===== src/hw/meot_pkg.sv =====
// Constants for the motion event output unit
package meot_pkg;
  // Register byte offsets
  localparam logic [4:0] REG_CH0_CFG = 5'h00;
  localparam logic [4:0] REG_CH1_CFG = 5'h04;
  localparam logic [4:0] REG_CH0_THR = 5'h08;
  localparam logic [4:0] REG_CH1_THR = 5'h0c;
  localparam logic [4:0] REG_GPO     = 5'h10;
  localparam logic [4:0] REG_STATUS  = 5'h14;
  localparam logic [4:0] REG_MASK    = 5'h18;
  localparam logic [4:0] REG_STATE   = 5'h1c;

  // Channel configuration field layout
  localparam int CFG_W       = 6;
  localparam int CFG_EN_BIT  = 0;
  localparam int CFG_OUT_LSB = 1;
  localparam int CFG_LVL_BIT = 3;
  localparam int CFG_SRC_LSB = 4;

  // Trigger sources
  localparam logic [1:0] SRC_TIME  = 2'h0;
  localparam logic [1:0] SRC_DIST  = 2'h1;
  localparam logic [1:0] SRC_SPEED = 2'h2;

  // Status bit positions
  localparam int ST_FIRE0 = 0;
  localparam int ST_FIRE1 = 1;
  localparam int ST_REJ   = 2;
  localparam int ST_W     = 3;

  // Limits: time in milliseconds, speed in thousandths of a unit
  localparam logic [31:0] TIME_MAX_S   = 32'h0000_01f4;
  localparam logic [31:0] MS_PER_S     = 32'h0000_03e8;
  localparam logic [31:0] TIME_MAX_MS  = 32'(TIME_MAX_S * MS_PER_S);
  localparam logic [31:0] SPEED_MIN    = 32'h0000_0001;
  localparam logic [31:0] POS_LIMIT_D  = 32'h0007_a120;
  localparam logic [31:0] VEL_LIMIT_D  = 32'h0012_ebc0;

  // Reset values
  localparam logic [CFG_W-1:0] CFG_RST  = 6'h00;
  localparam logic [31:0]      THR_RST  = 32'h0000_0000;
  localparam logic [3:0]       GPO_RST  = 4'h0;
  localparam logic [ST_W-1:0]  ST_RST   = 3'h0;
endpackage : meot_pkg


===== src/hw/meot_top.sv =====
// Two-channel motion event output unit with Wishbone register slave
//
// Local design decisions: the Wishbone slave port and the register addresses.
`timescale 1ns/100ps
module meot_top
  import meot_pkg::*;
#(
  parameter logic [31:0] POS_LIMIT = POS_LIMIT_D,
  parameter logic [31:0] VEL_LIMIT = VEL_LIMIT_D
) (
  // Clock and reset
  input  wire logic              clk_i,
  input  wire logic              rst_i,
  // Wishbone slave
  input  wire logic              cyc_i,
  input  wire logic              stb_i,
  input  wire logic              we_i,
  input  wire logic [4:0]        adr_i,
  input  wire logic [3:0]        sel_i,
  input  wire logic [31:0]       dat_i,
  output logic      [31:0]       dat_o,
  output logic                   ack_o,
  // Sequence step port
  input  wire logic              seq_valid_i,
  input  wire logic              seq_ch_i,
  input  wire logic [CFG_W-1:0]  seq_cfg_i,
  input  wire logic [31:0]       seq_thr_i,
  // Motion profile state
  input  wire logic              motion_start_i,
  input  wire logic              motion_active_i,
  input  wire logic [31:0]       elapsed_ms_i,
  input  wire logic [31:0]       distance_i,
  input  wire logic [31:0]       speed_i,
  // Lines held by system output functions
  input  wire logic [3:0]        sys_assign_i,
  // Outputs
  output logic      [3:0]        gpo_o,
  output logic                   irq_o
);

  typedef struct packed {
    logic [1:0][CFG_W-1:0] cfg;
    logic [1:0][31:0]      thr;
    logic [1:0]            done;
    logic [3:0]            gpo;
    logic [ST_W-1:0]       status;
    logic [ST_W-1:0]       mask;
    logic [31:0]           rdata;
    logic                  ack;
    logic                  irq;
  } meot_state_t;

  meot_state_t r;
  meot_state_t next_r;

  // Byte-lane merge for a register write
  function automatic logic [31:0] merge(input logic [31:0] old, input logic [31:0] wd,
                                        input logic [3:0] be);
    logic [31:0] res;
    res = old;
    for (int b = 0; b < 4; b++) begin
      if (be[b]) begin
        res[b*8 +: 8] = wd[b*8 +: 8];
      end
    end
    return res;
  endfunction : merge

  // Range check of a configuration against its threshold
  function automatic logic cfg_ok(input logic [CFG_W-1:0] c, input logic [31:0] t);
    logic ok;
    ok = 1'b1;
    if (c[CFG_EN_BIT]) begin
      unique case (c[CFG_SRC_LSB +: 2])
        SRC_TIME:  ok = (t <= TIME_MAX_MS);
        SRC_DIST:  ok = ($signed(t) <= $signed(POS_LIMIT))
                      && ($signed(t) >= -$signed(POS_LIMIT));
        SRC_SPEED: ok = (t >= SPEED_MIN) && (t <= VEL_LIMIT);
        default:   ok = 1'b0;
      endcase
    end
    return ok;
  endfunction : cfg_ok

  // Threshold reached for the selected quantity
  function automatic logic reached(input logic [1:0] src, input logic [31:0] t);
    logic hit;
    hit = 1'b0;
    unique case (src)
      SRC_TIME:  hit = (elapsed_ms_i >= t);
      SRC_DIST: begin
        // Negative thresholds are reached travelling the other way
        if ($signed(t) < 0) begin
          hit = ($signed(distance_i) <= $signed(t));
        end else begin
          hit = ($signed(distance_i) >= $signed(t));
        end
      end
      SRC_SPEED: hit = (speed_i >= t);
      default:   hit = 1'b0;
    endcase
    return hit;
  endfunction : reached

  logic        req;
  logic        wr;
  logic [31:0] wthr;
  logic [CFG_W-1:0] wcfg;
  logic [ST_W-1:0]  ev;
  logic [1:0]  out_idx;

  always_comb begin
    next_r  = r;
    ev      = '0;
    wthr    = '0;
    wcfg    = '0;
    out_idx = '0;
    // Single-cycle answer; ack drops the cycle after it is given
    req          = cyc_i && stb_i && !r.ack;
    wr           = req && we_i;
    next_r.ack   = req;
    next_r.rdata = '0;

    if (req && !we_i) begin
      unique case (adr_i)
        REG_CH0_CFG: next_r.rdata = 32'(r.cfg[0]);
        REG_CH1_CFG: next_r.rdata = 32'(r.cfg[1]);
        REG_CH0_THR: next_r.rdata = r.thr[0];
        REG_CH1_THR: next_r.rdata = r.thr[1];
        REG_GPO:     next_r.rdata = 32'(r.gpo);
        REG_STATUS:  next_r.rdata = 32'(r.status);
        REG_MASK:    next_r.rdata = 32'(r.mask);
        REG_STATE:   next_r.rdata = {29'h0, motion_active_i, r.done};
        default:     next_r.rdata = '0;
      endcase
    end

    if (wr) begin
      unique case (adr_i)
        REG_CH0_THR: next_r.thr[0] = merge(r.thr[0], dat_i, sel_i);
        REG_CH1_THR: next_r.thr[1] = merge(r.thr[1], dat_i, sel_i);
        REG_GPO: begin
          // Only a host write brings a line back
          wthr       = merge(32'(r.gpo), dat_i, sel_i);
          next_r.gpo = wthr[3:0];
        end
        REG_MASK: begin
          wthr        = merge(32'(r.mask), dat_i, sel_i);
          next_r.mask = wthr[ST_W-1:0];
        end
        default: ;
      endcase
    end

    // Direct configuration: the threshold register must be loaded first
    for (int c = 0; c < 2; c++) begin
      if (wr && sel_i[0] && adr_i == (c == 0 ? REG_CH0_CFG : REG_CH1_CFG)) begin
        wcfg = dat_i[CFG_W-1:0];
        if (!wcfg[CFG_EN_BIT]) begin
          next_r.cfg[c] = CFG_RST;
        end else if (cfg_ok(wcfg, r.thr[c])) begin
          next_r.cfg[c]  = wcfg;
          next_r.done[c] = 1'b0;
        end else begin
          ev[ST_REJ] = 1'b1;
        end
      end
    end

    // Enabling steps that pass the range check load both fields at once and win over a same-cycle bus write; a clear step loads only the config
    if (seq_valid_i) begin
      if (!seq_cfg_i[CFG_EN_BIT]) begin
        next_r.cfg[seq_ch_i] = CFG_RST;
      end else if (cfg_ok(seq_cfg_i, seq_thr_i)) begin
        next_r.cfg[seq_ch_i]  = seq_cfg_i;
        next_r.thr[seq_ch_i]  = seq_thr_i;
        next_r.done[seq_ch_i] = 1'b0;
      end else begin
        ev[ST_REJ] = 1'b1;
      end
    end

    // Each motion start re-arms; configuration itself is kept across motions
    if (motion_start_i) begin
      next_r.done = '0;
    end else if (motion_active_i) begin
      // Both channels checked in parallel; channel 1 applied last on a shared line
      for (int c = 0; c < 2; c++) begin
        if (r.cfg[c][CFG_EN_BIT] && !r.done[c]
            && reached(r.cfg[c][CFG_SRC_LSB +: 2], r.thr[c])) begin
          next_r.done[c] = 1'b1;
          ev[c]          = 1'b1;
          out_idx        = r.cfg[c][CFG_OUT_LSB +: 2];
          if (!sys_assign_i[out_idx]) begin
            next_r.gpo[out_idx] = r.cfg[c][CFG_LVL_BIT];
          end
        end
      end
    end
    // Output is never restored here; end of motion leaves it as driven

    // Sticky status: a new event wins over a same-cycle clear
    if (wr && adr_i == REG_STATUS && sel_i[0]) begin
      next_r.status = r.status & ~dat_i[ST_W-1:0];
    end
    next_r.status = next_r.status | ev;
    next_r.irq    = |(next_r.status & next_r.mask);
  end

  always_ff @(posedge clk_i) begin
    if (rst_i) begin
      r.cfg    <= {CFG_RST, CFG_RST};
      r.thr    <= {THR_RST, THR_RST};
      r.done   <= '0;
      r.gpo    <= GPO_RST;
      r.status <= ST_RST;
      r.mask   <= ST_RST;
      r.rdata  <= '0;
      r.ack    <= 1'b0;
      r.irq    <= 1'b0;
    end else begin
      r <= next_r;
    end
  end

  assign dat_o = r.rdata;
  assign ack_o = r.ack;
  assign gpo_o = r.gpo;
  assign irq_o = r.irq;

endmodule : meot_top


===== config.mk =====
export PLATFORM = sky130hd
export DESIGN_NAME = meot_top
export DESIGN_NICKNAME = d
export VERILOG_FILES = /design/src/hw/meot_pkg.sv /design/src/hw/meot_top.sv
export SDC_FILE = /design/constraint.sdc
export NUM_CORES = 1
export LEC_CHECK = 0
export ABC_CLOCK_PERIOD_IN_PS = 4650
export BUFFER_PORTS_ARGS = -buffer_cell sky130_fd_sc_hd__buf_2
export CELL_PAD_IN_SITES_DETAIL_PLACEMENT = 0
export CELL_PAD_IN_SITES_GLOBAL_PLACEMENT = 1
export CORE_MARGIN = 2
export CORE_UTILIZATION = 41
export CTS_CLUSTER_SIZE = 16
export DETAILED_ROUTE_END_ITERATION = 16
export GPL_TIMING_DRIVEN = 0
export PLACE_DENSITY_LB_ADDON = 0.2
export SYNTH_ARGS = -nofsm -noshare
export SYNTH_HDL_FRONTEND = slang
export SYNTH_SLANG_ARGS = --single-unit

===== constraint.sdc =====
create_clock -name clk_i -period 4.65 [get_ports clk_i]
set_clock_uncertainty 0.1 [all_clocks]
set_input_delay 1.395 -clock clk_i [delete_from_list [all_inputs] [get_ports clk_i]]
set_output_delay 1.395 -clock clk_i [all_outputs]
set_load 0.05 [all_outputs]

==> impl_metrics.ini, run 1 <==
[cts]
post_cts_buffers = 0
clk_latency_ps = 420
htree_levels = 4
cts-root-buf = clkbuf_16
tritoncts = yes
numCtsBuffers = 17
clk_path_buf_depth = 2
clock_sinks = 122
clk_pin_slew_worst_paths_ps = 60

[route]
vias = 11570
drt_wl_total_um = 41200
wl_per_cell_um = 21.13
first_iter_violations = 1183
dr.pass1.iters = 5
remaining_drc_errors = 0
vias_per_cell = 5.933
antenna_left = 0

[sta]
finalCritPeriodShare_pct = 90.48
hold_viol = 0
worst_pin_slew_ps = 956.7
rsz0062_at_grt = no
hold_ws_ps = 366.9
min_period_ps = 4207
slew_viol_final = 0
max_clock_freq_ghz = 0.2377
setup_viol = 0
tns_ps = 0
timing.final.ws_setup_ps = 442.9
relSlewSlack_pct = 35.73

[logic_synthesis]
ys_seq_area_share_pct = 22.53
synthCells = 1356
ys_async_sr_fraction_pct = 0
synth_top_area_share_pct = 22.53
syn_area_per_cell_um2 = 7.993
yosysWarnings = 0
synthesis.area_um2 = 10840
synth_seq_cells = 122
yosys.area.top_type = dfxtp_1
synth_ff_type = dfxtp_1
synthDistinctLibCells = 68
synth_enable_flop_cells = 0
yosys-top-cells-area = dfxtp_1 23%, ha_1 22%, nand2_1 4.4%
synth.net_count = 1736

[outcome]
status = complete, no violations

[global_route]
grt_max_degree = 17
grt_pass1_wl_um = 62620
antenna_found_initial = 2
grt_pass1_vias = 11250
overflow = 0
grt_usage_pct = 28.81

[placed_design]
dp_cells = 1916
dp_hpwl_um = 33380
gp_congestion = 0.9427
pre_cts_slack_ps = -271.9
port_buffers = 225

[cells_and_area]
fin_nets = 1980
syn_to_final_growth_pct = 19.66
final.fill_count = 2634
final_cells = 1950
layout-drive-gt1-share_pct = 19.84

[power_and_ir_drop]
irDropWorstVdd_v = 0.0002386
power_mw = 2.783
p_per_area_nw_per_um2 = 214.6
leakagePower_nw = 5.440

[worst_setup_path]
critPathKind = primary input to flop
cp-start-kind = primary input
cp_max_fo = 7
cp.required_ps = 4840
crit_path_end_kind = flop
worstPathArrival_ps = 4400

[floorplan]
core_um2 = 25980
ios = 226
dieArea_um2 = 27750
row_count = 59
die_w_um = 166.6
die_h_um = 166.6
start_util_pct = 41.71

[job]
max_cap_violations = 0

[min_path]
hold_class = flop to flop
-- worst max-delay path: stages --
cell,delay (ps)
buf_2,70
inv_1,40
ha_1,270
nand2b_1,140
a21oi_1,140
o21ai_0,210
a221o_1,410
o41ai_1,460
a22oi_1,390
and2_1,250
clkbuf_1,170
a22oi_1,280
o221ai_1,150
-- sequential cells by signal, indices dropped and copies added, names as in the netlist --
register,count
r,84
dat_o,32
gpo_o,4
ack_o,1
irq_o,1
-- cell usage after synthesis, types with 27 or more instances --
cell type	count
inv_1	79
clkbuf_1	31
nor2_1	121
o21ai_0	42
dfxtp_1	122
buf_4	37
a22oi_1	38
nor3_1	27
a211oi_1	42
nand2_1	127
nand3_1	60
mux2i_1	40
nand4_1	47
a21oi_1	89
ha_1	192
-- area by class of cell --
| type | instances | area (um2) | area share, % |
|---|---|---|---|
| multi-input cells | 1069 | 7634 | 58.86 |
| flip-flops and latches | 122 | 2442 | 18.83 |
| repair buffers | 225 | 1126 | 8.682 |
| plain buffers | 86 | 473.0 | 3.647 |
| clock buffers | 18 | 439.2 | 3.386 |
| well taps | 335 | 419.2 | 3.232 |
| inverters | 79 | 296.5 | 2.286 |
| clock inverters | 14 | 135.1 | 1.042 |
| diodes | 2 | 5.005 | 0.03859 |
-- kinds of logic after synthesis --
logic type                 share of synthesized area, %
muxes                                             4.629
adders and majority gates                         22.16
xor gates and xnor gates                         0.3233
and+or+nand+nor                                   21.09
buffers and inverters                             7.099
DFF                                               22.53
AOI/OAI and AO/OA                                 22.16
-- metrics by stage --
step / cell area (um2) / utilization (%)
after CTS: 12960 / 49.87
after global placement: 12380 / 47.66
final: 12970 / 49.91
after detailed placement: 12380 / 47.66
after global routing: 12970 / 49.91
after floorplan: 10840 / -
-- per-layer routing --
metal  vias to the layer above  GRT usage [%]  part of all wire (%)  routed length, um
li1                       5603              -                     -                  -
met1                      5331          40.45                    45              18660
met2                       556          44.04                    43              17680
met3                        79          4.682                   8.2               3389
met4                         0          11.43                   3.5               1462
met5                         -              0                     0                  0
-- power by group --
group	switching [mW]	internal, mW	leakage (nW)
sequential	0.00181	1.05	0.982
combinational	0.251	0.179	4.19
clock	0.546	0.759	0.271
-- worst paths after layout --
path	endpoint	start	cells after the start	slack (ps)
worst max-delay path	irq_o$_SDFF_PP0_	speed_i[0]	13	440
worst min-delay path	ack_o$_SDFF_PP0_	ack_o$_SDFF_PP0_	1	370
worst max register to register	irq_o$_SDFF_PP0_	r[109]$_SDFF_PP0_	10	740
worst min register to register	ack_o$_SDFF_PP0_	ack_o$_SDFF_PP0_	1	370
-- cells in the final DEF (no fill, tap or decap), drive strengths merged, types with 48 or more instances in the layout --
master,n
nand4,48
buf,280
clkbuf,49
dfxtp,122
nand3,61
ha,192
nand2,127
nor2,121
inv,85
a21oi,89
-- repair_timing --
action,CTS,global route
hold buffers,0,0
resized for setup,0,1
setup endpoints to repair,0,2
No activity file was read; power rests on OpenSTA's default activity.
==> inputs of run 2 (changes only) <==
- GPL_TIMING_DRIVEN: 0 -> default
- MAX_ROUTING_LAYER: default -> met4
- REMOVE_ABC_BUFFERS: default -> 1
==> run 2 against run 1 <==
Routed wire length decreased by 0.57%. Global-route usage increased by 1.0 points. Cell area decreased by 2.2%. Count of clock-buffer cells in the layout unchanged. Via count decreased by 1.8%. Largest cell class unchanged.
==> impl_metrics.ini, run 2 (synthesized netlist as in run 1, its figures left out) <==
[placed_design]
port_buffers = 225
dp_hpwl_um = 33010
dp_cells = 1851
gp_congestion = 0.9474

[sta]
max_clock_freq_ghz = 0.2356
min_period_ps = 4244
rsz0062_at_grt = no
setup_viol = 0
worst_pin_slew_ps = 1148
relSlewSlack_pct = 23.14
hold_viol = 0
hold_ws_ps = 358.8
slew_viol_final = 0
tns_ps = 0
finalCritPeriodShare_pct = 91.28

[power_and_ir_drop]
combPwrFrac_pct = 15.2
power.share.sequential_pct = 36.8
clkPwrFrac_pct = 48.1
p_per_area_nw_per_um2 = 225.0
swShare_pct = 27.44
power_mw = 2.854
intPower_mw = 2.071
irDropWorstVdd_v = 0.0002529
leakagePower_nw = 5.288
p_sw_mw = 0.7831

[route]
vias = 11360
wl_per_cell_um = 21.74
first_iter_violations = 993
drt_wl_total_um = 40960
dr.pass1.iters = 7
antenna_left = 0
remaining_drc_errors = 0
vias_per_cell = 6.031

[floorplan]
row_count = 59
die_h_um = 166.6
ios = 226
die_w_um = 166.6
dieArea_um2 = 27750
core_um2 = 25980
start_util_pct = 41.71

[cells_and_area]
largest_reg_flops = 84
layout_commonest_cell = buf_2
final_cells = 1884
final.fill_count = 2659
layout-drive-gt1-share_pct = 18.93
fin_util_pct = 48.82
fin_nets = 1915
regMostFlops = r
syn_to_final_growth_pct = 17.04
mostFrequentLayoutCells = 225 x buf_2, 192 x ha_1, 127 x nand2_1, 122 x dfxtp_1, 121 x nor2_1

[min_path]
min_path_cells = 1
min_from = ack_o$_SDFF_PP0_
hold_class = flop to flop

[global_route]
grt_pass1_wl_um = 62960
overflow = 0
grt_max_degree = 66
grt_pass1_vias = 10840
antenna_found_initial = 0
grt_usage_pct = 29.82

[worst_setup_path]
crit_path_end_kind = flop
worstPathArrival_ps = 4480
crit_start = distance_i[1]
timing.rr.start = r[91]$_SDFF_PP0_
critPathKind = primary input to flop
rrSetupSlack_ps = 790
cp-start-kind = primary input
cp.required_ps = 4880
reg2reg_depth = 11
cp_max_fo = 10

[cts]
clk_path_buf_depth = 2
clock_sinks = 122
post_cts_buffers = 0
htree_levels = 4
cts-root-buf = clkbuf_16
ctsResizeCount = 0
hold_buffers = 0
tritoncts = yes
clk_latency_ps = 430
clk_pin_slew_worst_paths_ps = 60
numCtsBuffers = 17

[outcome]
status = complete, no violations

[job]
max_cap_violations = 0
[run 2: metal layers]
metal	routed length, um	part of all wire, %	track usage (%)
met1	18700	46	40.44
met3	2746	6.7	4.325
met5	0	0	-
met4	816	2.0	7.084
met2	18700	46	46.93
[run 2: area by class of cell]
class                           instances  area, um2  area share, %
Inverter                               79      296.5          2.338
Tap cell                              335      419.2          3.304
Antenna cell                            1      2.502        0.01973
Timing Repair Buffer                  246       1296          10.22
Clock inverter                         14      172.7          1.361
Sequential cell                       122       2442          19.25
Clock buffer                           18      429.2          3.383
Multi-Input combinational cell       1069       7627          60.12
[run 2: stage by stage]
stage | area, um2 | setup slack [ps]
3_5_place_dp | 12080 | 71.24
4_1_cts | 12680 | 484.9
3_3_place_gp | 12080 | 78.14
6_report | 12690 | 405.5
5_1_grt | 12680 | 287.0
2_1_floorplan | 10370 | -284.1
[run 2: path summary, 6_finish.rpt]
kind,end
setup reg to reg,irq_o$_SDFF_PP0_
hold reg to reg,ack_o$_SDFF_PP0_
hold / removal,ack_o$_SDFF_PP0_
setup / recovery,irq_o$_SDFF_PP0_
[run 2: power groups by stage]
stage | clock network [mW] | registers, mW | logic, mW
floorplan | 0 | 1.07 | 0.201
global placement | 0 | 1.07 | 0.421
detailed placement | 0 | 1.07 | 0.425
CTS | 1.38 | 1.05 | 0.428
global route | 1.43 | 1.05 | 0.485
finish | 1.37 | 1.05 | 0.433
[run 2: worst max-delay path, cell delays in order]
cell      delay, ps
buf_2           120
ha_1            290
nor2b_1         130
o211ai_1        200
a21boi_0        140
or4_1           520
a21oi_1         220
xnor2_1         100
a31oi_1         860
a22oi_1         270
o221ai_1        230
